File: src/hw/sinc3_pkg.sv
// Shared constants and types for the third-order sinc decimation filter
`default_nettype none

package sinc3_pkg;

   localparam int DATA_WIDTH     = 24;
   localparam int WORD16_WIDTH   = 16;
   localparam int OSR_DEFAULT    = 256;
   localparam int OSR_MIN        = 16;
   localparam int OSR_MAX        = 256;
   localparam int COUNT_WIDTH    = $clog2(OSR_MAX);
   localparam int BUFFER_DEPTH   = 2;
   localparam int SETTLE_UPDATES = 3;
   localparam int FAST_DELAY     = 2;

   localparam logic [DATA_WIDTH-1:0] ACC_STEP  = 24'h000001;
   localparam logic [DATA_WIDTH-1:0] DATA_ZERO = 24'h000000;

   typedef enum logic [1:0] {
      SETTLE_NONE = 2'b00,
      SETTLE_ONE  = 2'b01,
      SETTLE_TWO  = 2'b10,
      SETTLE_DONE = 2'b11
   } settle_state_t;

endpackage : sinc3_pkg

`default_nettype wire

File: src/hw/sinc3_decimation_filter.sv
// Third-order sinc decimation filter for a 1-bit modulator stream
`default_nettype none

module sinc3_decimation_filter
   import sinc3_pkg::*;
#(
   parameter int OVERSAMPLING_RATIO = OSR_DEFAULT
) (
   input  wire logic                    ref_clk,
   input  wire logic                    reset,
   input  wire logic                    clk_en,
   input  wire logic                    reset_active_low,
   input  wire logic                    modulator_clock_pin,
   input  wire logic                    modulator_bit_in,
   input  wire logic                    decimation_strobe,
   input  wire logic                    select_internal_strobe,
   input  wire logic                    result_ready,
   output logic      [DATA_WIDTH-1:0]   filter_result,
   output logic      [WORD16_WIDTH-1:0] filter_result_16,
   output logic                         result_valid,
   output logic                         result_space,
   output logic                         result_overrun,
   output logic      [DATA_WIDTH-1:0]   fast_result,
   output logic                         fast_result_valid,
   output logic                         result_settled
);

   function automatic logic rising(input logic cur, input logic prev);
      return cur & ~prev;
   endfunction : rising

   // Reset release synchroniser, asserted at once
   logic rst_meta_n;
   logic rst_n_sync;

   // Pin synchronisers
   logic mod_clk_meta;
   logic mod_clk_sync;
   logic mod_clk_prev;
   logic bit_meta;
   logic bit_sync;
   logic strobe_meta;
   logic strobe_sync;
   logic strobe_prev;
   logic [2:0] prime_pipe;

   // Integrator section
   logic [DATA_WIDTH-1:0] input_accumulator;
   logic [DATA_WIDTH-1:0] second_integrator;
   logic [DATA_WIDTH-1:0] third_integrator;

   // Differentiator delay line
   logic [DATA_WIDTH-1:0] integrator_capture;
   logic [DATA_WIDTH-1:0] previous_capture;
   logic [DATA_WIDTH-1:0] first_difference_delay;
   logic [DATA_WIDTH-1:0] second_difference_delay;

   // Fast second-order path
   logic [DATA_WIDTH-1:0] fast_capture;
   logic [DATA_WIDTH-1:0] fast_previous;
   logic [DATA_WIDTH-1:0] fast_difference_delay;
   logic [DATA_WIDTH-1:0] fast_history_1;
   logic [DATA_WIDTH-1:0] fast_history_2;

   // Output handling
   logic          push_pending;
   settle_state_t settle_state;
   settle_state_t next_settle_state;

   wire                  reset_any;
   wire                  pins_primed;
   wire                  mod_tick;
   wire                  ext_strobe;
   wire                  int_strobe;
   wire                  strobe_sel;
   wire                  step_integrators;
   wire                  step_delays;
   wire                  buf_in_ready;
   wire [DATA_WIDTH-1:0] first_difference;
   wire [DATA_WIDTH-1:0] second_difference;
   wire [DATA_WIDTH-1:0] third_difference;
   wire [DATA_WIDTH-1:0] fast_first_difference;
   wire [DATA_WIDTH-1:0] fast_sinc2;
   wire [DATA_WIDTH-1:0] next_input_accumulator;
   wire [DATA_WIDTH-1:0] next_second_integrator;
   wire [DATA_WIDTH-1:0] next_third_integrator;
   wire [DATA_WIDTH-1:0] next_fast_result;
   wire [DATA_WIDTH-1:0] buf_out_data;

   always_ff @(posedge ref_clk or negedge reset_active_low) begin
      if (!reset_active_low) begin
         rst_meta_n <= 1'b0;
         rst_n_sync <= 1'b0;
      end else if (clk_en) begin
         rst_meta_n <= 1'b1;
         rst_n_sync <= rst_meta_n;
      end
   end

   assign reset_any = reset | ~rst_n_sync;

   // Pins sampled directly, two flops each
   always_ff @(posedge ref_clk) begin
      if (reset) begin
         mod_clk_meta <= 1'b0;
         mod_clk_sync <= 1'b0;
         mod_clk_prev <= 1'b0;
         bit_meta     <= 1'b0;
         bit_sync     <= 1'b0;
      end else if (clk_en) begin
         mod_clk_meta <= modulator_clock_pin;
         mod_clk_sync <= mod_clk_meta;
         mod_clk_prev <= mod_clk_sync;
         bit_meta     <= modulator_bit_in;
         bit_sync     <= bit_meta;
      end
   end

   always_ff @(posedge ref_clk) begin
      if (reset) begin
         strobe_meta <= 1'b0;
         strobe_sync <= 1'b0;
         strobe_prev <= 1'b0;
      end else if (clk_en) begin
         strobe_meta <= decimation_strobe;
         strobe_sync <= strobe_meta;
         strobe_prev <= strobe_sync;
      end
   end

   // Edges ignored until prev holds a real pin value after reset
   always_ff @(posedge ref_clk) begin
      if (reset) begin
         prime_pipe <= 3'h0;
      end else if (clk_en) begin
         prime_pipe <= {prime_pipe[1:0], 1'b1};
      end
   end

   assign pins_primed = prime_pipe[2];

   // Rising modulator edge; bit delayed equally, stable since fall
   assign mod_tick   = pins_primed
                       & rising(mod_clk_sync, mod_clk_prev);
   assign ext_strobe = pins_primed
                       & rising(strobe_sync, strobe_prev);

   decimation_counter #(
      .RATIO (OVERSAMPLING_RATIO),
      .WIDTH (COUNT_WIDTH)
   ) u_counter (
      .ref_clk (ref_clk),
      .reset   (reset_any),
      .clk_en  (clk_en),
      .tick    (mod_tick),
      .strobe  (int_strobe)
   );

   // Word rate is modulator rate over the ratio
   assign strobe_sel = select_internal_strobe ? int_strobe
                                              : ext_strobe;

   assign step_integrators = clk_en & mod_tick & ~reset;
   assign step_delays      = clk_en & strobe_sel & ~reset;

   // Ones density 50 percent at zero input, 89.06 at full scale
   assign next_input_accumulator = bit_sync ?
      DATA_WIDTH'(input_accumulator + ACC_STEP) : input_accumulator;
   assign next_second_integrator =
      DATA_WIDTH'(second_integrator + input_accumulator);
   assign next_third_integrator  =
      DATA_WIDTH'(third_integrator + second_integrator);

   always_ff @(posedge ref_clk or negedge rst_n_sync) begin
      if (!rst_n_sync) begin
         input_accumulator <= DATA_ZERO;
         second_integrator <= DATA_ZERO;
         third_integrator  <= DATA_ZERO;
      end else if (reset) begin
         input_accumulator <= DATA_ZERO;
         second_integrator <= DATA_ZERO;
         third_integrator  <= DATA_ZERO;
      end else if (step_integrators) begin
         input_accumulator <= next_input_accumulator;
         second_integrator <= next_second_integrator;
         third_integrator  <= next_third_integrator;
      end
   end

   // Three differentiators at word rate; wraps modulo 2^24
   assign first_difference  =
      DATA_WIDTH'(integrator_capture - previous_capture);
   assign second_difference =
      DATA_WIDTH'(first_difference - first_difference_delay);
   assign third_difference  =
      DATA_WIDTH'(second_difference - second_difference_delay);

   always_ff @(posedge ref_clk or negedge rst_n_sync) begin
      if (!rst_n_sync) begin
         integrator_capture      <= DATA_ZERO;
         previous_capture        <= DATA_ZERO;
         first_difference_delay  <= DATA_ZERO;
         second_difference_delay <= DATA_ZERO;
      end else if (reset) begin
         integrator_capture      <= DATA_ZERO;
         previous_capture        <= DATA_ZERO;
         first_difference_delay  <= DATA_ZERO;
         second_difference_delay <= DATA_ZERO;
      end else if (step_delays) begin
         integrator_capture      <= third_integrator;
         previous_capture        <= integrator_capture;
         first_difference_delay  <= first_difference;
         second_difference_delay <= second_difference;
      end
   end

   // Second-order sinc from the second integrator
   assign fast_first_difference =
      DATA_WIDTH'(fast_capture - fast_previous);
   assign fast_sinc2 =
      DATA_WIDTH'(fast_first_difference - fast_difference_delay);
   // Delay of twice the ratio equals two words back
   assign next_fast_result =
      DATA_WIDTH'(fast_sinc2 + fast_history_2);

   always_ff @(posedge ref_clk or negedge rst_n_sync) begin
      if (!rst_n_sync) begin
         fast_capture          <= DATA_ZERO;
         fast_previous         <= DATA_ZERO;
         fast_difference_delay <= DATA_ZERO;
      end else if (reset) begin
         fast_capture          <= DATA_ZERO;
         fast_previous         <= DATA_ZERO;
         fast_difference_delay <= DATA_ZERO;
      end else if (step_delays) begin
         fast_capture          <= second_integrator;
         fast_previous         <= fast_capture;
         fast_difference_delay <= fast_first_difference;
      end
   end

   always_ff @(posedge ref_clk or negedge rst_n_sync) begin
      if (!rst_n_sync) begin
         fast_history_1    <= DATA_ZERO;
         fast_history_2    <= DATA_ZERO;
         fast_result       <= DATA_ZERO;
         fast_result_valid <= 1'b0;
      end else if (reset) begin
         fast_history_1    <= DATA_ZERO;
         fast_history_2    <= DATA_ZERO;
         fast_result       <= DATA_ZERO;
         fast_result_valid <= 1'b0;
      end else if (clk_en) begin
         fast_result_valid <= push_pending;
         if (push_pending) begin
            fast_history_1 <= fast_sinc2;
            fast_history_2 <= fast_history_1;
            fast_result    <= next_fast_result;
         end
      end
   end

   // Word handed on one cycle after capture
   always_ff @(posedge ref_clk) begin
      if (reset_any) begin
         push_pending   <= 1'b0;
         result_overrun <= 1'b0;
      end else if (clk_en) begin
         push_pending   <= strobe_sel;
         result_overrun <= push_pending & ~buf_in_ready;
      end
   end

   result_buffer #(
      .WIDTH (DATA_WIDTH),
      .DEPTH (BUFFER_DEPTH)
   ) u_buffer (
      .ref_clk   (ref_clk),
      .reset     (reset_any),
      .clk_en    (clk_en),
      .in_valid  (push_pending),
      .in_ready  (buf_in_ready),
      .in_data   (third_difference),
      .out_valid (result_valid),
      .out_ready (result_ready),
      .out_data  (buf_out_data)
   );

   assign filter_result    = buf_out_data;
   // Upper bits give the 16-bit word at ratio 256
   assign filter_result_16 =
      buf_out_data[DATA_WIDTH-1 -: WORD16_WIDTH];
   assign result_space     = buf_in_ready;

   // Settling: counts updates after reset
   always_comb begin
      next_settle_state = settle_state;
      case (settle_state)
         SETTLE_NONE: begin
            next_settle_state = SETTLE_ONE;
         end
         SETTLE_ONE: begin
            next_settle_state = SETTLE_TWO;
         end
         SETTLE_TWO: begin
            next_settle_state = SETTLE_DONE;
         end
         SETTLE_DONE: begin
            next_settle_state = SETTLE_DONE;
         end
         default: begin
            next_settle_state = SETTLE_NONE;
         end
      endcase
   end

   // Step delay half of settling for continuous input
   always_ff @(posedge ref_clk) begin
      if (reset_any) begin
         settle_state <= SETTLE_NONE;
      end else if (clk_en && push_pending) begin
         settle_state <= next_settle_state;
      end
   end

   assign result_settled = (settle_state == SETTLE_DONE);

endmodule : sinc3_decimation_filter

`default_nettype wire

File: src/hw/decimation_counter.sv
// Internal decimation strobe generator counting modulator clock edges
`default_nettype none

module decimation_counter
   import sinc3_pkg::*;
#(
   parameter int RATIO = OSR_DEFAULT,
   parameter int WIDTH = COUNT_WIDTH
) (
   input  wire logic ref_clk,
   input  wire logic reset,
   input  wire logic clk_en,
   input  wire logic tick,
   output logic      strobe
);

   localparam logic [WIDTH-1:0] LAST = WIDTH'(RATIO - 1);
   localparam logic [WIDTH-1:0] ZERO = '0;

   logic [WIDTH-1:0] count;
   wire              at_last;
   wire [WIDTH-1:0]  next_count;

   assign at_last    = (count == LAST);
   assign next_count = at_last ? ZERO : WIDTH'(count + 1'b1);
   // One strobe every RATIO modulator edges
   assign strobe     = tick & at_last;

   always_ff @(posedge ref_clk) begin
      if (reset) begin
         count <= ZERO;
      end else if (clk_en && tick) begin
         count <= next_count;
      end
   end

endmodule : decimation_counter

`default_nettype wire

File: src/hw/result_buffer.sv
// Two-entry result buffer with valid and ready on both sides
`default_nettype none

module result_buffer
   import sinc3_pkg::*;
#(
   parameter int WIDTH = DATA_WIDTH,
   parameter int DEPTH = BUFFER_DEPTH
) (
   input  wire logic             ref_clk,
   input  wire logic             reset,
   input  wire logic             clk_en,
   input  wire logic             in_valid,
   output logic                  in_ready,
   input  wire logic [WIDTH-1:0] in_data,
   output logic                  out_valid,
   input  wire logic             out_ready,
   output logic      [WIDTH-1:0] out_data
);

   localparam int PTR_WIDTH = $clog2(DEPTH);
   localparam logic [PTR_WIDTH:0] FULL = (PTR_WIDTH + 1)'(DEPTH);

   logic [WIDTH-1:0]     mem [0:DEPTH-1];
   logic [PTR_WIDTH-1:0] wr_ptr;
   logic [PTR_WIDTH-1:0] rd_ptr;
   logic [PTR_WIDTH:0]   fill;
   wire                  push;
   wire                  pop;

   assign in_ready  = (fill != FULL);
   assign out_valid = (fill != '0);
   assign push      = in_valid & in_ready & clk_en;
   assign pop       = out_valid & out_ready & clk_en;
   assign out_data  = mem[rd_ptr];

   always_ff @(posedge ref_clk) begin
      if (push) begin
         mem[wr_ptr] <= in_data;
      end
   end

   // Depth must be a power of two for pointer wrap
   always_ff @(posedge ref_clk) begin
      if (reset) begin
         wr_ptr <= '0;
         rd_ptr <= '0;
         fill   <= '0;
      end else begin
         if (push) begin
            wr_ptr <= PTR_WIDTH'(wr_ptr + 1'b1);
         end
         if (pop) begin
            rd_ptr <= PTR_WIDTH'(rd_ptr + 1'b1);
         end
         if (push && !pop) begin
            fill <= (PTR_WIDTH + 1)'(fill + 1'b1);
         end else if (pop && !push) begin
            fill <= (PTR_WIDTH + 1)'(fill - 1'b1);
         end
      end
   end

endmodule : result_buffer

`default_nettype wire

File: config.mk
export PLATFORM = sky130hd
export DESIGN_NAME = sinc3_decimation_filter
export DESIGN_NICKNAME = d
export VERILOG_FILES = /design/src/hw/sinc3_pkg.sv /design/src/hw/sinc3_decimation_filter.sv /design/src/hw/decimation_counter.sv /design/src/hw/result_buffer.sv
export SDC_FILE = /design/constraint.sdc
export NUM_CORES = 1
export LEC_CHECK = 0
export BUFFER_PORTS_ARGS = -buffer_cell sky130_fd_sc_hd__buf_2
export CORE_ASPECT_RATIO = 0.75
export CORE_UTILIZATION = 50
export DETAILED_ROUTE_END_ITERATION = 7
export PLACE_DENSITY = 0.69
export SETUP_SLACK_MARGIN = 0.1
export SLEW_MARGIN = 0
export SYNTH_ARGS = -nofsm -noshare
export SYNTH_HDL_FRONTEND = slang
export SYNTH_SLANG_ARGS = --single-unit
File: constraint.sdc
create_clock -name ref_clk -period 9.1 [get_ports ref_clk]
set_input_delay 1.82 -clock ref_clk [delete_from_list [all_inputs] [get_ports ref_clk]]
set_output_delay 1.82 -clock ref_clk [all_outputs]
set_load 0.02 [all_outputs]
==> flow_summary.json <==
{
  "outcome": "complete, no violations",
  "setup_viol_count_final": 0,
  "clk_path_buf_depth": 3,
  "regArea_mm2": 0.00989,
  "hold_viol_final": 0,
  "syn_area_per_cell_um2": 8.55,
  "period_minus_slack_ps": 6320,
  "synth-seq-cells": 391,
  "timing.final.crit_share": 0.694,
  "nets": 3062,
  "place_hpwl_mm": 38.7,
  "cts_tree": "yes",
  "grt_max_degree": 149,
  "seq_area_frac_synth": 0.406,
  "overflow": 0,
  "wire_per_inst_um": 15.7,
  "die-area_mm2": 0.0496,
  "holdBufCountCts": 0,
  "max_stage_delay_ps": 440,
  "setup-tns-final_ps": 0,
  "io_buffer_count": 77,
  "rsz0062_at_grt": "false",
  "fmax_mhz": 158,
  "finalMaxSlewViolations": 0,
  "critPathCaptureType": "flip-flop",
  "dp_worst_setup_slack_ps": 2860,
  "pin_count": 78,
  "synthesis.area_mm2": 0.0244,
  "drcViolationCount": 0,
  "setup_slack_ps": 2780,
  "dr.pass1.iters": 6,
  "cts_made_buffers": 42,
  "async_flop_share": 0.806,
  "grt_pass1_wl_mm": 92.4,
  "tightest_slew_ps": 1090,
  "grt_pass1_vias": 18500,
  "synth_fp_nets": 3056,
  "core_area_mm2": 0.0477,
  "slowest_stage": "a2111oi_0",
  "cts_sinks": 391,
  "cp-start-kind": "flip-flop",
  "crit_fanout": 6,
  "post_cts_buffers": 0,
  "nFillCells": 4234,
  "htreeDepth": 2,
  "worst_hold_path_type": "flip-flop to async pin",
  "synth_cell_types": 77,
  "gp_congestion": 0.872,
  "yosys_most_used_dff": "dfrtp_1",
  "detail-route-antenna-nets": 0,
  "hold_slack_ps": 477,
  "cellPowerDensity_mw_per_mm2": 135,
  "cp_common_cell": "a21oi_1",
  "n_antenna_cell": 0,
  "final_common_cell": "nand2_1",
  "die_h_um": 193,
  "mostFrequentLayoutCells": "nand2_1 (572), a21oi_1 (397), dfrtp_1 (314)",
  "cap_violations": 0,
  "drive_above_1_share": 0.0744,
  "clkLatencyLatePin_ps": 580,
  "drtIter0Drc": 1610,
  "grt_use_total": 0.222,
  "cts.reportedPaths.clkPinSlew_ps": 60,
  "antenna_found_initial": 0,
  "cts_resized": 0,
  "vias_per_cell": 5.56,
  "multi_input_area_mm2": 0.0133,
  "cts_root_buf": "clkbuf_16",
  "vdd_drop_max_v": 0.000113,
  "dieWidth_um": 257,
  "critPathRequiredTime_ps": 9420,
  "dr_total_vias": 19600,
  "leakage_nw": 12.1,
  "start_util": 0.511,
  "synth_edf_count": 48,
  "crit_type": "flip-flop to flip-flop",
  "maxSlewHeadroom": 0.274,
  "arrival_ps": 6640,
  "finalClockSkew_ps": 27.0,
  "placementRows": 69,
  "ys_warn_count": 0,
  "wl_mm": 55.4,
  "synthCells": 2852,
  "area_growth_pct": 9.19
}
-- critical path: cells and delay by family (launching register included) --
family,cells,cell delay [ps]
compound gates,16,3370
fa+ha+maj,4,1270
simple gates,3,460
flops,1,400
xor+xnor,2,360
buf+inv,3,190
-- cell type report --
class                   count  share of cell area
flip-flops and latches    391               0.372
clock inverters            19             0.00776
multi-input cells        2154               0.500
well taps                 639              0.0300
repair buffers             93              0.0198
inverters                 176              0.0248
clock buffers              58              0.0459
-- registers in the layout, summed over array words and instances, names as in the netlist, 24 cells and up, named ones only --
| name | cells |
|---|---|
| fast_result | 24 |
| u_buffer.mem | 48 |
| fast_previous | 24 |
| fast_capture | 24 |
| second_difference_delay | 24 |
| input_accumulator | 24 |
| fast_history_1 | 24 |
| first_difference_delay | 24 |
| integrator_capture | 24 |
| previous_capture | 24 |
| fast_history_2 | 24 |
| second_integrator | 24 |
| third_integrator | 24 |
| fast_difference_delay | 24 |
-- per-stage QoR --
stage	total power, mW	utilization	instances	instance area, um^2
global placement	1.85	0.528	3453	25200
global route	3.69	0.557	3530	26600
finish	3.58	0.557	3530	26600
detailed placement	1.85	0.528	3453	25200
floorplan	1.83	-	2852	24400
CTS	3.62	0.557	3530	26600
-- per-layer routing --
metal / global-route usage / wire length [um] / up-vias
li1: - / - / 9797
met1: 0.338 / 28400 / 9324
met2: 0.328 / 23300 / 431
met3: 0.0313 / 2650 / 72
met4: 0.0571 / 1070 / 0
met5: 0 / 0 / -
-- synth_stat cells, types with 5 or more instances --
master / n / area, um^2
xor2_1: 62 / 543
o21ai_1: 6 / 30.0
nand4_1: 13 / 81.3
nor2_1: 177 / 664
nor2b_1: 22 / 138
fa_1: 8 / 160
and4_1: 5 / 43.8
clkbuf_1: 100 / 375
dfrtp_1: 315 / 7880
a21oi_1: 397 / 1990
mux2_2: 26 / 293
nand2_1: 573 / 2150
a211o_1: 5 / 43.8
or3_1: 22 / 138
nor3_1: 37 / 185
a31oi_1: 19 / 119
mux2i_1: 15 / 150
o21bai_1: 21 / 158
o31ai_1: 6 / 45.0
a31o_2: 5 / 43.8
nand3_1: 69 / 345
o21ai_0: 85 / 425
or2_2: 7 / 43.8
nand2b_1: 17 / 106
a21boi_0: 9 / 67.6
edfxtp_1: 48 / 1440
a21o_1: 75 / 563
a211oi_1: 19 / 143
ha_1: 187 / 2340
nor4_1: 5 / 31.3
inv_1: 175 / 657
o21a_1: 21 / 158
xnor2_1: 120 / 1050
and3_1: 23 / 144
o211ai_1: 11 / 82.6
or4_1: 6 / 45.0
and2_1: 7 / 43.8
buf_4: 16 / 120
dfxtp_1: 28 / 561
buf_1: 12 / 45.0
o31a_1: 6 / 52.6
nor4b_1: 5 / 43.8
-- power breakdown --
part           switching [mW]  internal, mW
clock                   0.735          1.03
sequential            0.00187          1.77
combinational          0.0357       0.00833
total                   0.772          2.81
-- kinds of logic after synthesis --
| logic type | after synthesis | synth area share |
|---|---|---|
| buf+inv | 307 | 0.0499 |
| fa+ha+maj | 195 | 0.103 |
| compound gates | 732 | 0.179 |
| flops | 391 | 0.406 |
| xor+xnor | 184 | 0.0672 |
| mux | 41 | 0.0182 |
| simple gates | 1002 | 0.177 |
-- path summary, 6_finish.rpt --
path | cells after the start | start | to | slack [ps]
setup / recovery | 28 | integrator_capture[0]$_DFFE_PN0P_ | u_buffer.mem[1][23]$_DFFE_PP_ | 2780
hold / removal | 0 | rst_n_sync$_DFFE_PN0P_ | fast_result_valid$_DFFE_PN0P_ | 480
setup reg to reg | 28 | integrator_capture[0]$_DFFE_PN0P_ | u_buffer.mem[1][23]$_DFFE_PP_ | 2780
hold reg to reg | 0 | rst_n_sync$_DFFE_PN0P_ | fast_result_valid$_DFFE_PN0P_ | 480
max in group asynchronous | 2 | rst_n_sync$_DFFE_PN0P_ | integrator_capture[9]$_DFFE_PN0P_ | 6600
min in group ref_clk | 2 | prime_pipe[0]$_SDFFE_PP0P_ | prime_pipe[0]$_SDFFE_PP0P_ | 480
(Power assumes the default switching activity.)
